$ cat config.mk
export PLATFORM = sky130hd
export DESIGN_NAME = pfc_config
export DESIGN_NICKNAME = d
export VERILOG_FILES = /design/src/common/pfc_pkg.sv /design/src/hw/pfc_config.sv /design/src/hw/pfc_latency.sv
export SDC_FILE = /design/constraint.sdc
export NUM_CORES = 1
export LEC_CHECK = 0
export BUFFER_PORTS_ARGS = -buffer_cell sky130_fd_sc_hd__buf_2
export CAP_MARGIN = 5
export CORE_UTILIZATION = 50
export DETAILED_ROUTE_END_ITERATION = 10
export GPL_ROUTABILITY_DRIVEN = 0
export MAX_ROUTING_LAYER = met4
export PLACE_DENSITY = 0.76
export REMOVE_ABC_BUFFERS = 1
export SKIP_LAST_GASP = 1
export SLEW_MARGIN = 40
export SYNTH_ARGS = -nofsm -noshare
export SYNTH_HDL_FRONTEND = slang
export SYNTH_SLANG_ARGS = --single-unit
export TNS_END_PERCENT = 1
$ cat constraint.sdc
create_clock -name sys_clk -period 2.5 [get_ports sys_clk]
set_input_delay 0.5 -clock sys_clk [delete_from_list [all_inputs] [get_ports sys_clk]]
set_output_delay 0.5 -clock sys_clk [all_outputs]
set_load 0.02 [all_outputs]
$ cat src/common/pfc_pkg.sv
/*
 Constants, field positions and carrier types for the function 1
 configuration header. Assumes a host-side bridge decodes
 configuration cycles into word accesses with byte enables.
*/
package pfc_pkg;

    // ==========================================================
    // register offsets (byte addresses, dword aligned)
    // ==========================================================
    localparam logic [7:0] PFC_OFS_ID = 8'h00;
    localparam logic [7:0] PFC_OFS_CMD = 8'h04;
    localparam logic [7:0] PFC_OFS_CLASS = 8'h08;
    localparam logic [7:0] PFC_OFS_HDR = 8'h0C;
    localparam logic [7:0] PFC_OFS_BAR0 = 8'h10;
    localparam logic [7:0] PFC_OFS_SUBSYS = 8'h2C;
    localparam logic [7:0] PFC_OFS_CAP = 8'h34;
    localparam logic [7:0] PFC_OFS_INTR = 8'h3C;
    localparam logic [7:0] PFC_OFS_DEVCTL = 8'h40;

    // ==========================================================
    // field positions
    // ==========================================================
    localparam int PFC_CMD_SERR = 8;
    localparam int PFC_CMD_PERR = 6;
    localparam int PFC_CMD_MASTER = 2;
    localparam int PFC_CMD_MEM = 1;
    localparam int PFC_DC_COMPAT_A = 2;
    localparam int PFC_DC_COMPAT_B = 1;
    localparam int PFC_DC_VENDOR_WE = 0;
    localparam logic [2:0] PFC_FUNC_NUM = 3'h1;
    localparam logic [1:0] PFC_CFG_TYPE = 2'h0;

    // ==========================================================
    // fixed read values and reset values
    // ==========================================================
    localparam logic [23:0] PFC_CLASS_CODE = 24'h048000;
    localparam logic [7:0] PFC_LAYOUT_TYPE = 8'h80;
    localparam logic [11:0] PFC_BAR_LOW = 12'h008;
    localparam logic [7:0] PFC_CAP_PTR = 8'h44;
    localparam logic [7:0] PFC_MAX_LAT = 8'hFF;
    localparam logic [7:0] PFC_MIN_GNT = 8'h04;
    localparam logic [7:0] PFC_INT_PIN = 8'h01;
    localparam logic [7:0] PFC_LAT_RESET = 8'h00;
    localparam logic [15:0] PFC_SUBSYS_RESET = 16'h0000;
    localparam logic [2:0] PFC_DC_RESET = 3'h0;

    // ==========================================================
    // carriers
    // ==========================================================
    typedef struct packed {
        logic valid;       // one-cycle access strobe
        logic write;       // 1 write, 0 read
        logic [10:0] addr; // function number, dword address, type
        logic [3:0] be;    // byte enables, active high
        logic [31:0] wdata;
    } pfc_req_s;

    typedef struct packed {
        logic serr_en;
        logic perr_en;
        logic master_en;
        logic mem_en;
    } pfc_cmd_s;

    typedef struct packed {
        logic compat_a;
        logic compat_b;
        logic vendor_we;
    } pfc_devctl_s;

    typedef struct packed {
        pfc_cmd_s cmd;
        logic [7:0] bus_hold_limit;
        logic [19:0] window_base;
        logic [15:0] board_id;
        logic [15:0] board_vendor;
        logic [7:0] irq_route;
        pfc_devctl_s devctl;
        logic ack;
        logic [31:0] rdata;
    } pfc_state_s;

    typedef struct packed {
        logic [7:0] count;
        logic expired;
        logic active;
    } pfc_lat_s;

endpackage : pfc_pkg

$ cat src/hw/pfc_config.sv
/*
 Function 1 configuration header register bank with command enables
 and shared device control. Assumes an upstream bridge presents each
 configuration or memory access as a one-cycle request on sys_clk.
*/
// Notes on behaviour
// - system error output driven only with command bit 8 set
// - parity errors reported only with command bit 6 set
// - initiator transactions started only while command bit 2 set
// - memory accesses claimed only while command bit 1 set
// - offset 08 reads fixed class code and revision, read only
// - header type field reads 80, writes ignored
// - eight-bit bus hold limit; terminate once expired and grant gone
// - window base bits 31:12 writable, low bits read 008
// - board identifier and board vendor fields, writable, reset zero
// - board vendor writes accepted only with device control bit 0
// - capability pointer reads fixed 44
// - maximum latency field reads fixed FF
// - minimum grant field reads fixed 04
// - interrupt pin field reads fixed 01
// - interrupt routing byte stored, no side effect
// - device control bit 2 selects bridge compatibility mode a
// - device control bit 1 selects bridge compatibility mode b
// - device control bits shared by both functions; bits 7:3 zero
// - configuration cycle needs select high, type 00, function 001
// - read-only writes discarded; unimplemented reads return zero
// - command all zero disconnects everything but configuration
// - writable bits clear at reset
`timescale 1ns/1ps
module pfc_config #(
    parameter logic [7:0] REVISION = 8'h00 // arbitrary value
) (
    input wire logic sys_clk, // 100 MHz clock
    input wire logic reset, // synchronous, active high
    input pfc_pkg::pfc_req_s cfg_req, // configuration access
    input wire logic config_select_input, // device select level
    output logic cfg_ack, // one-cycle answer strobe
    output logic [31:0] cfg_rdata, // read data, registered
    input wire logic [31:0] mem_addr, // memory access address
    input wire logic mem_valid, // memory access strobe
    output logic mem_claim, // claim the memory access
    input wire logic serr_req, // internal system error event
    output logic serr_drive, // drive system error pin
    input wire logic perr_req, // internal parity error event
    output logic perr_drive, // report parity error
    input wire logic master_req, // bus logic wants to start
    output logic master_start, // start allowed
    input wire logic master_active, // own transaction under way
    input wire logic grant, // bus grant held
    output logic master_terminate, // end transaction now
    output logic lat_expired, // hold limit reached
    input pfc_pkg::pfc_devctl_s devctl_peer_wdata, // write from function 0
    input wire logic devctl_peer_we, // function 0 writes control
    output pfc_pkg::pfc_devctl_s devctl_shared, // shared control bits
    output logic bridge_compat_mode_a, // compatibility mode a
    output logic bridge_compat_mode_b, // compatibility mode b
    output logic [7:0] irq_route // routing byte for driver
);
    import pfc_pkg::*;

    pfc_state_s st_r;
    pfc_state_s st_nxt;
    logic sel_meta_r;
    logic sel_sync_r;
    logic hit;
    logic [7:0] ofs;
    logic [31:0] rd_word;
    logic cmd_zero;

    // ==========================================================
    // select pin synchroniser
    // ==========================================================
    always_ff @(posedge sys_clk) begin
        if (reset) begin
            sel_meta_r <= 1'b0;
            sel_sync_r <= 1'b0;
        end else begin
            sel_meta_r <= config_select_input;
            sel_sync_r <= sel_meta_r;
        end
    end

    // ==========================================================
    // decode
    // ==========================================================
    assign ofs = {cfg_req.addr[7:2], 2'b00};
    assign hit = cfg_req.valid & sel_sync_r
        & (cfg_req.addr[1:0] == PFC_CFG_TYPE)
        & (cfg_req.addr[10:8] == PFC_FUNC_NUM);

    always_comb begin
        rd_word = 32'h0000_0000;
        case (ofs)
            PFC_OFS_CMD: begin
                rd_word[PFC_CMD_SERR] = st_r.cmd.serr_en;
                rd_word[PFC_CMD_PERR] = st_r.cmd.perr_en;
                rd_word[PFC_CMD_MASTER] = st_r.cmd.master_en;
                rd_word[PFC_CMD_MEM] = st_r.cmd.mem_en;
            end
            PFC_OFS_CLASS: rd_word = {PFC_CLASS_CODE, REVISION};
            PFC_OFS_HDR: rd_word = {8'h00, PFC_LAYOUT_TYPE,
                st_r.bus_hold_limit, 8'h00};
            PFC_OFS_BAR0: rd_word = {st_r.window_base, PFC_BAR_LOW};
            PFC_OFS_SUBSYS: rd_word = {st_r.board_id, st_r.board_vendor};
            PFC_OFS_CAP: rd_word = {24'h000000, PFC_CAP_PTR};
            PFC_OFS_INTR: rd_word = {PFC_MAX_LAT, PFC_MIN_GNT,
                PFC_INT_PIN, st_r.irq_route};
            PFC_OFS_DEVCTL: rd_word = {29'h0, st_r.devctl};
            default: rd_word = 32'h0000_0000;
        endcase
    end

    // ==========================================================
    // register update
    // ==========================================================
    always_comb begin
        st_nxt = st_r;
        st_nxt.ack = hit;
        st_nxt.rdata = (hit & ~cfg_req.write) ? rd_word : 32'h0000_0000;
        // peer function writes the shared copy
        if (devctl_peer_we) begin
            st_nxt.devctl = devctl_peer_wdata;
        end
        if (hit & cfg_req.write) begin
            case (ofs)
                PFC_OFS_CMD: begin
                    if (cfg_req.be[1]) begin
                        st_nxt.cmd.serr_en = cfg_req.wdata[PFC_CMD_SERR];
                    end
                    if (cfg_req.be[0]) begin
                        st_nxt.cmd.perr_en = cfg_req.wdata[PFC_CMD_PERR];
                        st_nxt.cmd.master_en =
                            cfg_req.wdata[PFC_CMD_MASTER];
                        st_nxt.cmd.mem_en = cfg_req.wdata[PFC_CMD_MEM];
                    end
                end
                PFC_OFS_HDR: begin
                    if (cfg_req.be[1]) begin
                        st_nxt.bus_hold_limit = cfg_req.wdata[15:8];
                    end
                end
                PFC_OFS_BAR0: begin
                    if (cfg_req.be[1]) begin
                        st_nxt.window_base[3:0] = cfg_req.wdata[15:12];
                    end
                    if (cfg_req.be[2]) begin
                        st_nxt.window_base[11:4] = cfg_req.wdata[23:16];
                    end
                    if (cfg_req.be[3]) begin
                        st_nxt.window_base[19:12] = cfg_req.wdata[31:24];
                    end
                end
                PFC_OFS_SUBSYS: begin
                    if (st_r.devctl.vendor_we) begin
                        if (cfg_req.be[0]) begin
                            st_nxt.board_vendor[7:0] = cfg_req.wdata[7:0];
                        end
                        if (cfg_req.be[1]) begin
                            st_nxt.board_vendor[15:8] = cfg_req.wdata[15:8];
                        end
                    end
                    if (cfg_req.be[2]) begin
                        st_nxt.board_id[7:0] = cfg_req.wdata[23:16];
                    end
                    if (cfg_req.be[3]) begin
                        st_nxt.board_id[15:8] = cfg_req.wdata[31:24];
                    end
                end
                PFC_OFS_INTR: begin
                    if (cfg_req.be[0]) begin
                        st_nxt.irq_route = cfg_req.wdata[7:0];
                    end
                end
                PFC_OFS_DEVCTL: begin
                    if (cfg_req.be[0]) begin
                        st_nxt.devctl = cfg_req.wdata[2:0];
                    end
                end
                default: begin
                    st_nxt.ack = hit;
                end
            endcase
        end
    end

    always_ff @(posedge sys_clk) begin
        if (reset) begin
            st_r <= '0;
            st_r.bus_hold_limit <= PFC_LAT_RESET;
            st_r.board_id <= PFC_SUBSYS_RESET;
            st_r.board_vendor <= PFC_SUBSYS_RESET;
            st_r.devctl <= PFC_DC_RESET;
        end else begin
            st_r <= st_nxt;
        end
    end

    // ==========================================================
    // enables toward the rest of the chip
    // ==========================================================
    assign cmd_zero = (st_r.cmd == '0);
    assign serr_drive = serr_req & st_r.cmd.serr_en;
    assign perr_drive = perr_req & st_r.cmd.perr_en;
    assign master_start = master_req & st_r.cmd.master_en;
    // claim inside 4 kB window only when enabled
    assign mem_claim = mem_valid & st_r.cmd.mem_en & ~cmd_zero
        & (mem_addr[31:12] == st_r.window_base);

    pfc_latency u_lat (
        .sys_clk(sys_clk),
        .reset(reset),
        .limit(st_r.bus_hold_limit),
        .master_active(master_active),
        .grant(grant),
        .expired(lat_expired),
        .terminate(master_terminate)
    );

    assign cfg_ack = st_r.ack;
    assign cfg_rdata = st_r.rdata;
    assign devctl_shared = st_r.devctl;
    assign bridge_compat_mode_a = st_r.devctl.compat_a;
    assign bridge_compat_mode_b = st_r.devctl.compat_b;
    assign irq_route = st_r.irq_route;

    // ==========================================================
    // checks
    // ==========================================================
    serr_gate_a: assert property (@(posedge sys_clk)
        disable iff (reset) serr_drive |-> st_r.cmd.serr_en)
        else $error("serr ungated");
    perr_gate_a: assert property (@(posedge sys_clk)
        disable iff (reset) perr_drive |-> st_r.cmd.perr_en)
        else $error("perr ungated");
    master_gate_a: assert property (@(posedge sys_clk)
        disable iff (reset) master_start |-> st_r.cmd.master_en)
        else $error("master");
    mem_gate_a: assert property (@(posedge sys_clk)
        disable iff (reset) mem_claim |-> st_r.cmd.mem_en)
        else $error("mem claim");
    class_read_a: assert property (@(posedge sys_clk)
        disable iff (reset) hit && !cfg_req.write && ofs == PFC_OFS_CLASS
        |=> cfg_rdata[31:8] == 24'h048000) else $error("class");
    bar_low_a: assert property (@(posedge sys_clk)
        disable iff (reset) hit && !cfg_req.write && ofs == PFC_OFS_BAR0
        |=> cfg_rdata[11:0] == 12'h008) else $error("bar low");
    vendor_lock_a: assert property (@(posedge sys_clk)
        disable iff (reset) !st_r.devctl.vendor_we && !devctl_peer_we
        |=> $stable(st_r.board_vendor)) else $error("vendor");
    select_need_a: assert property (@(posedge sys_clk)
        disable iff (reset) !sel_sync_r |=> !cfg_ack)
        else $error("ack unselected");
    intr_fixed_a: assert property (@(posedge sys_clk)
        disable iff (reset) hit && !cfg_req.write && ofs == PFC_OFS_INTR
        |=> cfg_rdata[31:8] == 24'hFF0401) else $error("intr");

    // ==========================================================
    // decode, read-back, disconnect and reset checks
    // ==========================================================
    layout_read_a: assert property (@(posedge sys_clk)
        disable iff (reset) hit && !cfg_req.write && ofs == PFC_OFS_HDR
        |=> cfg_rdata[23:16] == 8'h80) else $error("layout");
    cap_read_a: assert property (@(posedge sys_clk)
        disable iff (reset) hit && !cfg_req.write && ofs == PFC_OFS_CAP
        |=> cfg_rdata == 32'h0000_0044) else $error("cap pointer");
    ctl_upper_a: assert property (@(posedge sys_clk)
        disable iff (reset) hit && !cfg_req.write && ofs == PFC_OFS_DEVCTL
        |=> cfg_rdata[31:3] == 29'h0) else $error("control upper");
    cmd_unused_a: assert property (@(posedge sys_clk)
        disable iff (reset) hit && !cfg_req.write && ofs == PFC_OFS_CMD
        |=> (cfg_rdata & 32'hFFFF_FEB9) == 32'h0) else $error("command");
    ack_timing_a: assert property (@(posedge sys_clk)
        disable iff (reset) hit |=> cfg_ack) else $error("no ack");
    ack_only_a: assert property (@(posedge sys_clk)
        disable iff (reset) !hit |=> !cfg_ack) else $error("stray ack");
    disconnect_a: assert property (@(posedge sys_clk)
        disable iff (reset) cmd_zero |-> !mem_claim && !master_start
        && !serr_drive && !perr_drive) else $error("not disconnected");
    reset_clear_a: assert property (@(posedge sys_clk)
        disable iff (reset) $fell(reset) |-> st_r.cmd == '0
        && st_r.devctl == '0 && st_r.irq_route == 8'h00)
        else $error("reset");

endmodule : pfc_config

$ cat src/hw/pfc_latency.sv
/*
 Bus hold limit counter for the initiator side.
 Assumes master_active is a level from bus logic on sys_clk.
*/
`timescale 1ns/1ps
module pfc_latency (
    input wire logic sys_clk, // 100 MHz clock
    input wire logic reset, // synchronous, active high
    input wire logic [7:0] limit, // bus hold limit in clocks
    input wire logic master_active, // own transaction under way
    input wire logic grant, // bus grant still held
    output logic expired, // hold limit reached
    output logic terminate // finish transaction now
);
    import pfc_pkg::*;

    pfc_lat_s st_r;
    pfc_lat_s st_nxt;

    always_comb begin
        st_nxt = st_r;
        st_nxt.active = master_active;
        if (!master_active) begin
            st_nxt.count = 8'h00;
            st_nxt.expired = 1'b0;
        end else if (!st_r.active) begin
            st_nxt.count = 8'h01;
            st_nxt.expired = (limit <= 8'h01);
        end else if (!st_r.expired) begin
            st_nxt.count = st_r.count + 8'h01;
            st_nxt.expired = (st_r.count + 8'h01 >= limit);
        end
    end

    always_ff @(posedge sys_clk) begin
        if (reset) begin
            st_r <= '0;
        end else begin
            st_r <= st_nxt;
        end
    end

    assign expired = st_r.expired;
    assign terminate = st_r.expired & master_active & ~grant;

    hold_grant_a: assert property (@(posedge sys_clk)
        disable iff (reset) grant |-> !terminate)
        else $error("terminate while granted");

endmodule : pfc_latency

==> metrics.yaml <==
sta:
  fin_crit_sh_pct: 97.0
  worst_slew_pin_slew_ps: 617
  hold_viol_final: 0
  rsz0062_at_grt: "false"
  final.setup_skew_ps: 6.74
  slew_headroom_pct: 58.9
  max_freq_mhz: 412
  min_period_ps: 2430
  setup-violations-final: 0
  slew_viol_final: 0
  hold_slack_ps: 305
logic_synthesis:
  ys_types: 53
  synth_area_sq_um: 5870
  synth_top_family_by_area: "simple AND/OR/NAND/NOR gates"
  synthFlopType: "dfxtp_1"
  synth-compound-area-share_pct: 7.03
  synthMuxAreaShare_pct: 14.6
  synthCells: 618
  synthXorXnorAreaFrac_pct: 4.63
  synth_seq_cells: 120
  ys_warn_count: 0
  postSynthAreaPerCell_sq_um: 9.50
  async_flop_share_pct: 0
  synth-simple-area-share_pct: 22.5
  ys_seq_area_share_pct: 40.9
  synth_enable_flop_cells: 0
  synthAdderAreaFrac_pct: 1.92
global_route:
  grt_pass1_wl_mm: 23.1
  grt_usage_pct: 26.1
  gr-total-overflow: 0
  grt_pass1_vias: 4758
  grt_max_degree: 77
  antenna_found_initial: 2
critical_path:
  cp-end-kind: "primary output"
  startpoint_type: "flip-flop"
  r2r_slack_ps: 410
  crit_start: "st_r[87]$_SDFFE_PP0P_"
  path_class: "reg2out"
  timing.rr.start: "u_lat.st_r[2]$_SDFFE_PP0P_"
  cp_data_arrival_time_ps: 1930
  reg2reg_depth: 9
  crit_fanout: 2
  rr_endpoint: "u_lat.expired$_SDFF_PP0_"
  cp.required_ps: 2000
cells_and_area:
  final_nets: 824
  final_cell_count_no_fill: 879
  fin_util_pct: 63.1
  drive_above_1_share_pct: 29.4
  area_growth_pct: 22.7
power_and_ir_drop:
  finalPower_mw: 4.80
  ir_drop_mv: 0.571
  p_leak_nw: 2.99
  pwr_density_cell_nw_per_um2: 667
placement:
  hpwl_mm: 10.4
  dp_cells: 843
  io_buffers: 133
routing:
  wl_met2_mm: 7.20
  drc: 0
  wl_per_cell_um: 16.7
  routed.top_layer: "met4"
  viasPerCell: 5.44
  wl_mm: 14.7
  vias: 4784
  firstDrtPassIters: 5
  dr.first_iter.drc_count: 346
  drtAntennaViolNets: 0
  route.met3.wl_um: 918
  met1Wirelength_mm: 6.23
hold_path:
  hp-class: "in2reg"
  worstHoldStart: "config_select_input"
  min_to: "sel_meta_r$_SDFF_PP0_"
  hold_depth: 2
cts:
  cts-hold-fix-buffers: 0
  clock_latency_ps: 410
  cts.sinks: 120
  cts_tree: "done"
  cts_buffer_depth: 2
  htree_levels: 4
  clock-root-buffer: "clkbuf_16"
  numCtsBuffers: 17
  path_clk_slew_ps: 60
status:
  outcome: "complete, no violations"
die:
  die_h_um: 110
  num_rows: 39
  core-area_sq_um: 11400
  ios: 146
  die_area_sq_um: 12200
  die_x_um: 110
  initial_utilization_pct: 51.4
run:
  maxCapViolations: 0
==> cells in the final DEF, fill, tap and decap left out, types with 6 or more instances in the layout <==
| cell type | instances |
|---|---|
| a22oi_1 | 15 |
| o21ai_0 | 8 |
| clkbuf_16 | 17 |
| buf_2 | 132 |
| xnor2_1 | 18 |
| nor3_1 | 6 |
| nand2b_1 | 72 |
| nor2_1 | 74 |
| nand4_1 | 10 |
| mux2i_1 | 82 |
| nand2_1 | 16 |
| a21oi_1 | 15 |
| buf_4 | 23 |
| dfxtp_1 | 118 |
| inv_1 | 8 |
| ha_1 | 9 |
| xor2_1 | 11 |
==> sequential cells by signal (all words and copies together), names as in the netlist <==
| signal | flops |
|---|---|
| bridge_compat_mode_a | 1 |
| bridge_compat_mode_b | 1 |
| cfg_ack | 1 |
| cfg_rdata | 32 |
| devctl_shared | 1 |
| irq_route | 8 |
| sel_meta_r | 1 |
| sel_sync_r | 1 |
| st_r | 64 |
| u_lat.expired | 1 |
| u_lat.st_r | 9 |
==> timing repair <==
item	4_1_cts	5_1_grt
pin swaps	2	5
buffers inserted	0	2
resized for setup	1	7
endpoints found under the setup margin	1	1
==> synthesized netlist by cell type, drive strengths merged (2+ instances only) <==
master	n	area share [%]
a222oi	4	0.68
and4b	2	0.34
and4	2	0.30
or3	3	0.32
nand3	5	0.43
buf	50	6.3
nor2	74	4.7
o21ai	8	0.68
mux2i	82	14
nand4	10	1.1
xor2	13	1.9
nand4b	2	0.30
mux2	3	0.58
nand2b	72	7.7
or2	4	0.47
clkbuf	26	1.7
a22oi	15	1.9
dfxtp	120	41
nor4	13	2.7
ha	9	1.9
and2	4	0.43
nor3	6	0.51
or4b	2	0.34
xnor2	18	2.7
nor3b	2	0.26
o211ai	2	0.26
nor2b	4	0.43
a221oi	5	0.75
inv	8	0.51
and3	2	0.21
o31ai	2	0.26
a31oi	2	0.21
nand2	16	1.0
a21oi	15	1.3
==> layout make-up <==
| cell class | count | area [sq um] |
|---|---|---|
| fill | 973 | 4210 |
| timing repair buffer | 160 | 933 |
| clock inverter | 14 | 196 |
| inverter | 8 | 30.0 |
| sequential | 120 | 2400 |
| multi-input combinational | 414 | 3020 |
| antenna | 2 | 5.00 |
| tap | 143 | 179 |
| clock buffer | 18 | 439 |
==> logic make-up (layout without fill, tap and decap cells) <==
group,count (synthesis),after routing
buf+inv,84,200
mux,85,85
other cells,0,2
xor+xnor,31,31
fa+ha+maj,9,9
compound gates,60,60
flops,120,120
simple gates,229,229
==> report_power, final <==
part / total (mW) / leakage, nW / switching, mW / internal, mW
clock network: 2.61 / 0.303 / 0.909 / 1.70
registers: 1.93 / 0.969 / 0.0104 / 1.92
logic: 0.263 / 1.72 / 0.142 / 0.121
==> per-stage QoR <==
stage	worst slack, ps	instance area [sq um]	setup TNS (ps)
after floorplan	-151	5400	-2430
after global placement	111	6510	0
after detailed placement	42.5	6510	0
after CTS	14.2	7150	0
after global routing	0.661	7200	0
final	73.9	7200	0
==> routing by layer <==
layer | global-route usage (%) | vias to the layer above
li1 | - | 2301
met1 | 30.3 | 2269
met2 | 43.2 | 180
met3 | 5.35 | 34
met4 | 12.3 | 0
met5 | - | -
==> worst max-delay path: stages (launching register included) <==
cell     delay [ps]
dfxtp_2         330
xor2_2          140
nor4_2          310
nand4_1         190
nor4_2          350
buf_4           200
==> how the worst max path moves through the flow <==
| stage | endpoint | slack [ps] | depth (start not counted) |
|---|---|---|---|
| finish | mem_claim | 70 | 5 |
| global placement | cfg_rdata[26]$_SDFF_PP0_ | 110 | 7 |
| floorplan | cfg_rdata[18]$_SDFF_PP0_ | -150 | 4 |
| global route | mem_claim | 0.7 | 5 |
| CTS | mem_claim | 10 | 5 |
| detailed placement | cfg_rdata[23]$_SDFF_PP0_ | 40 | 7 |
Note: power is estimated with default switching activity, not from simulation.
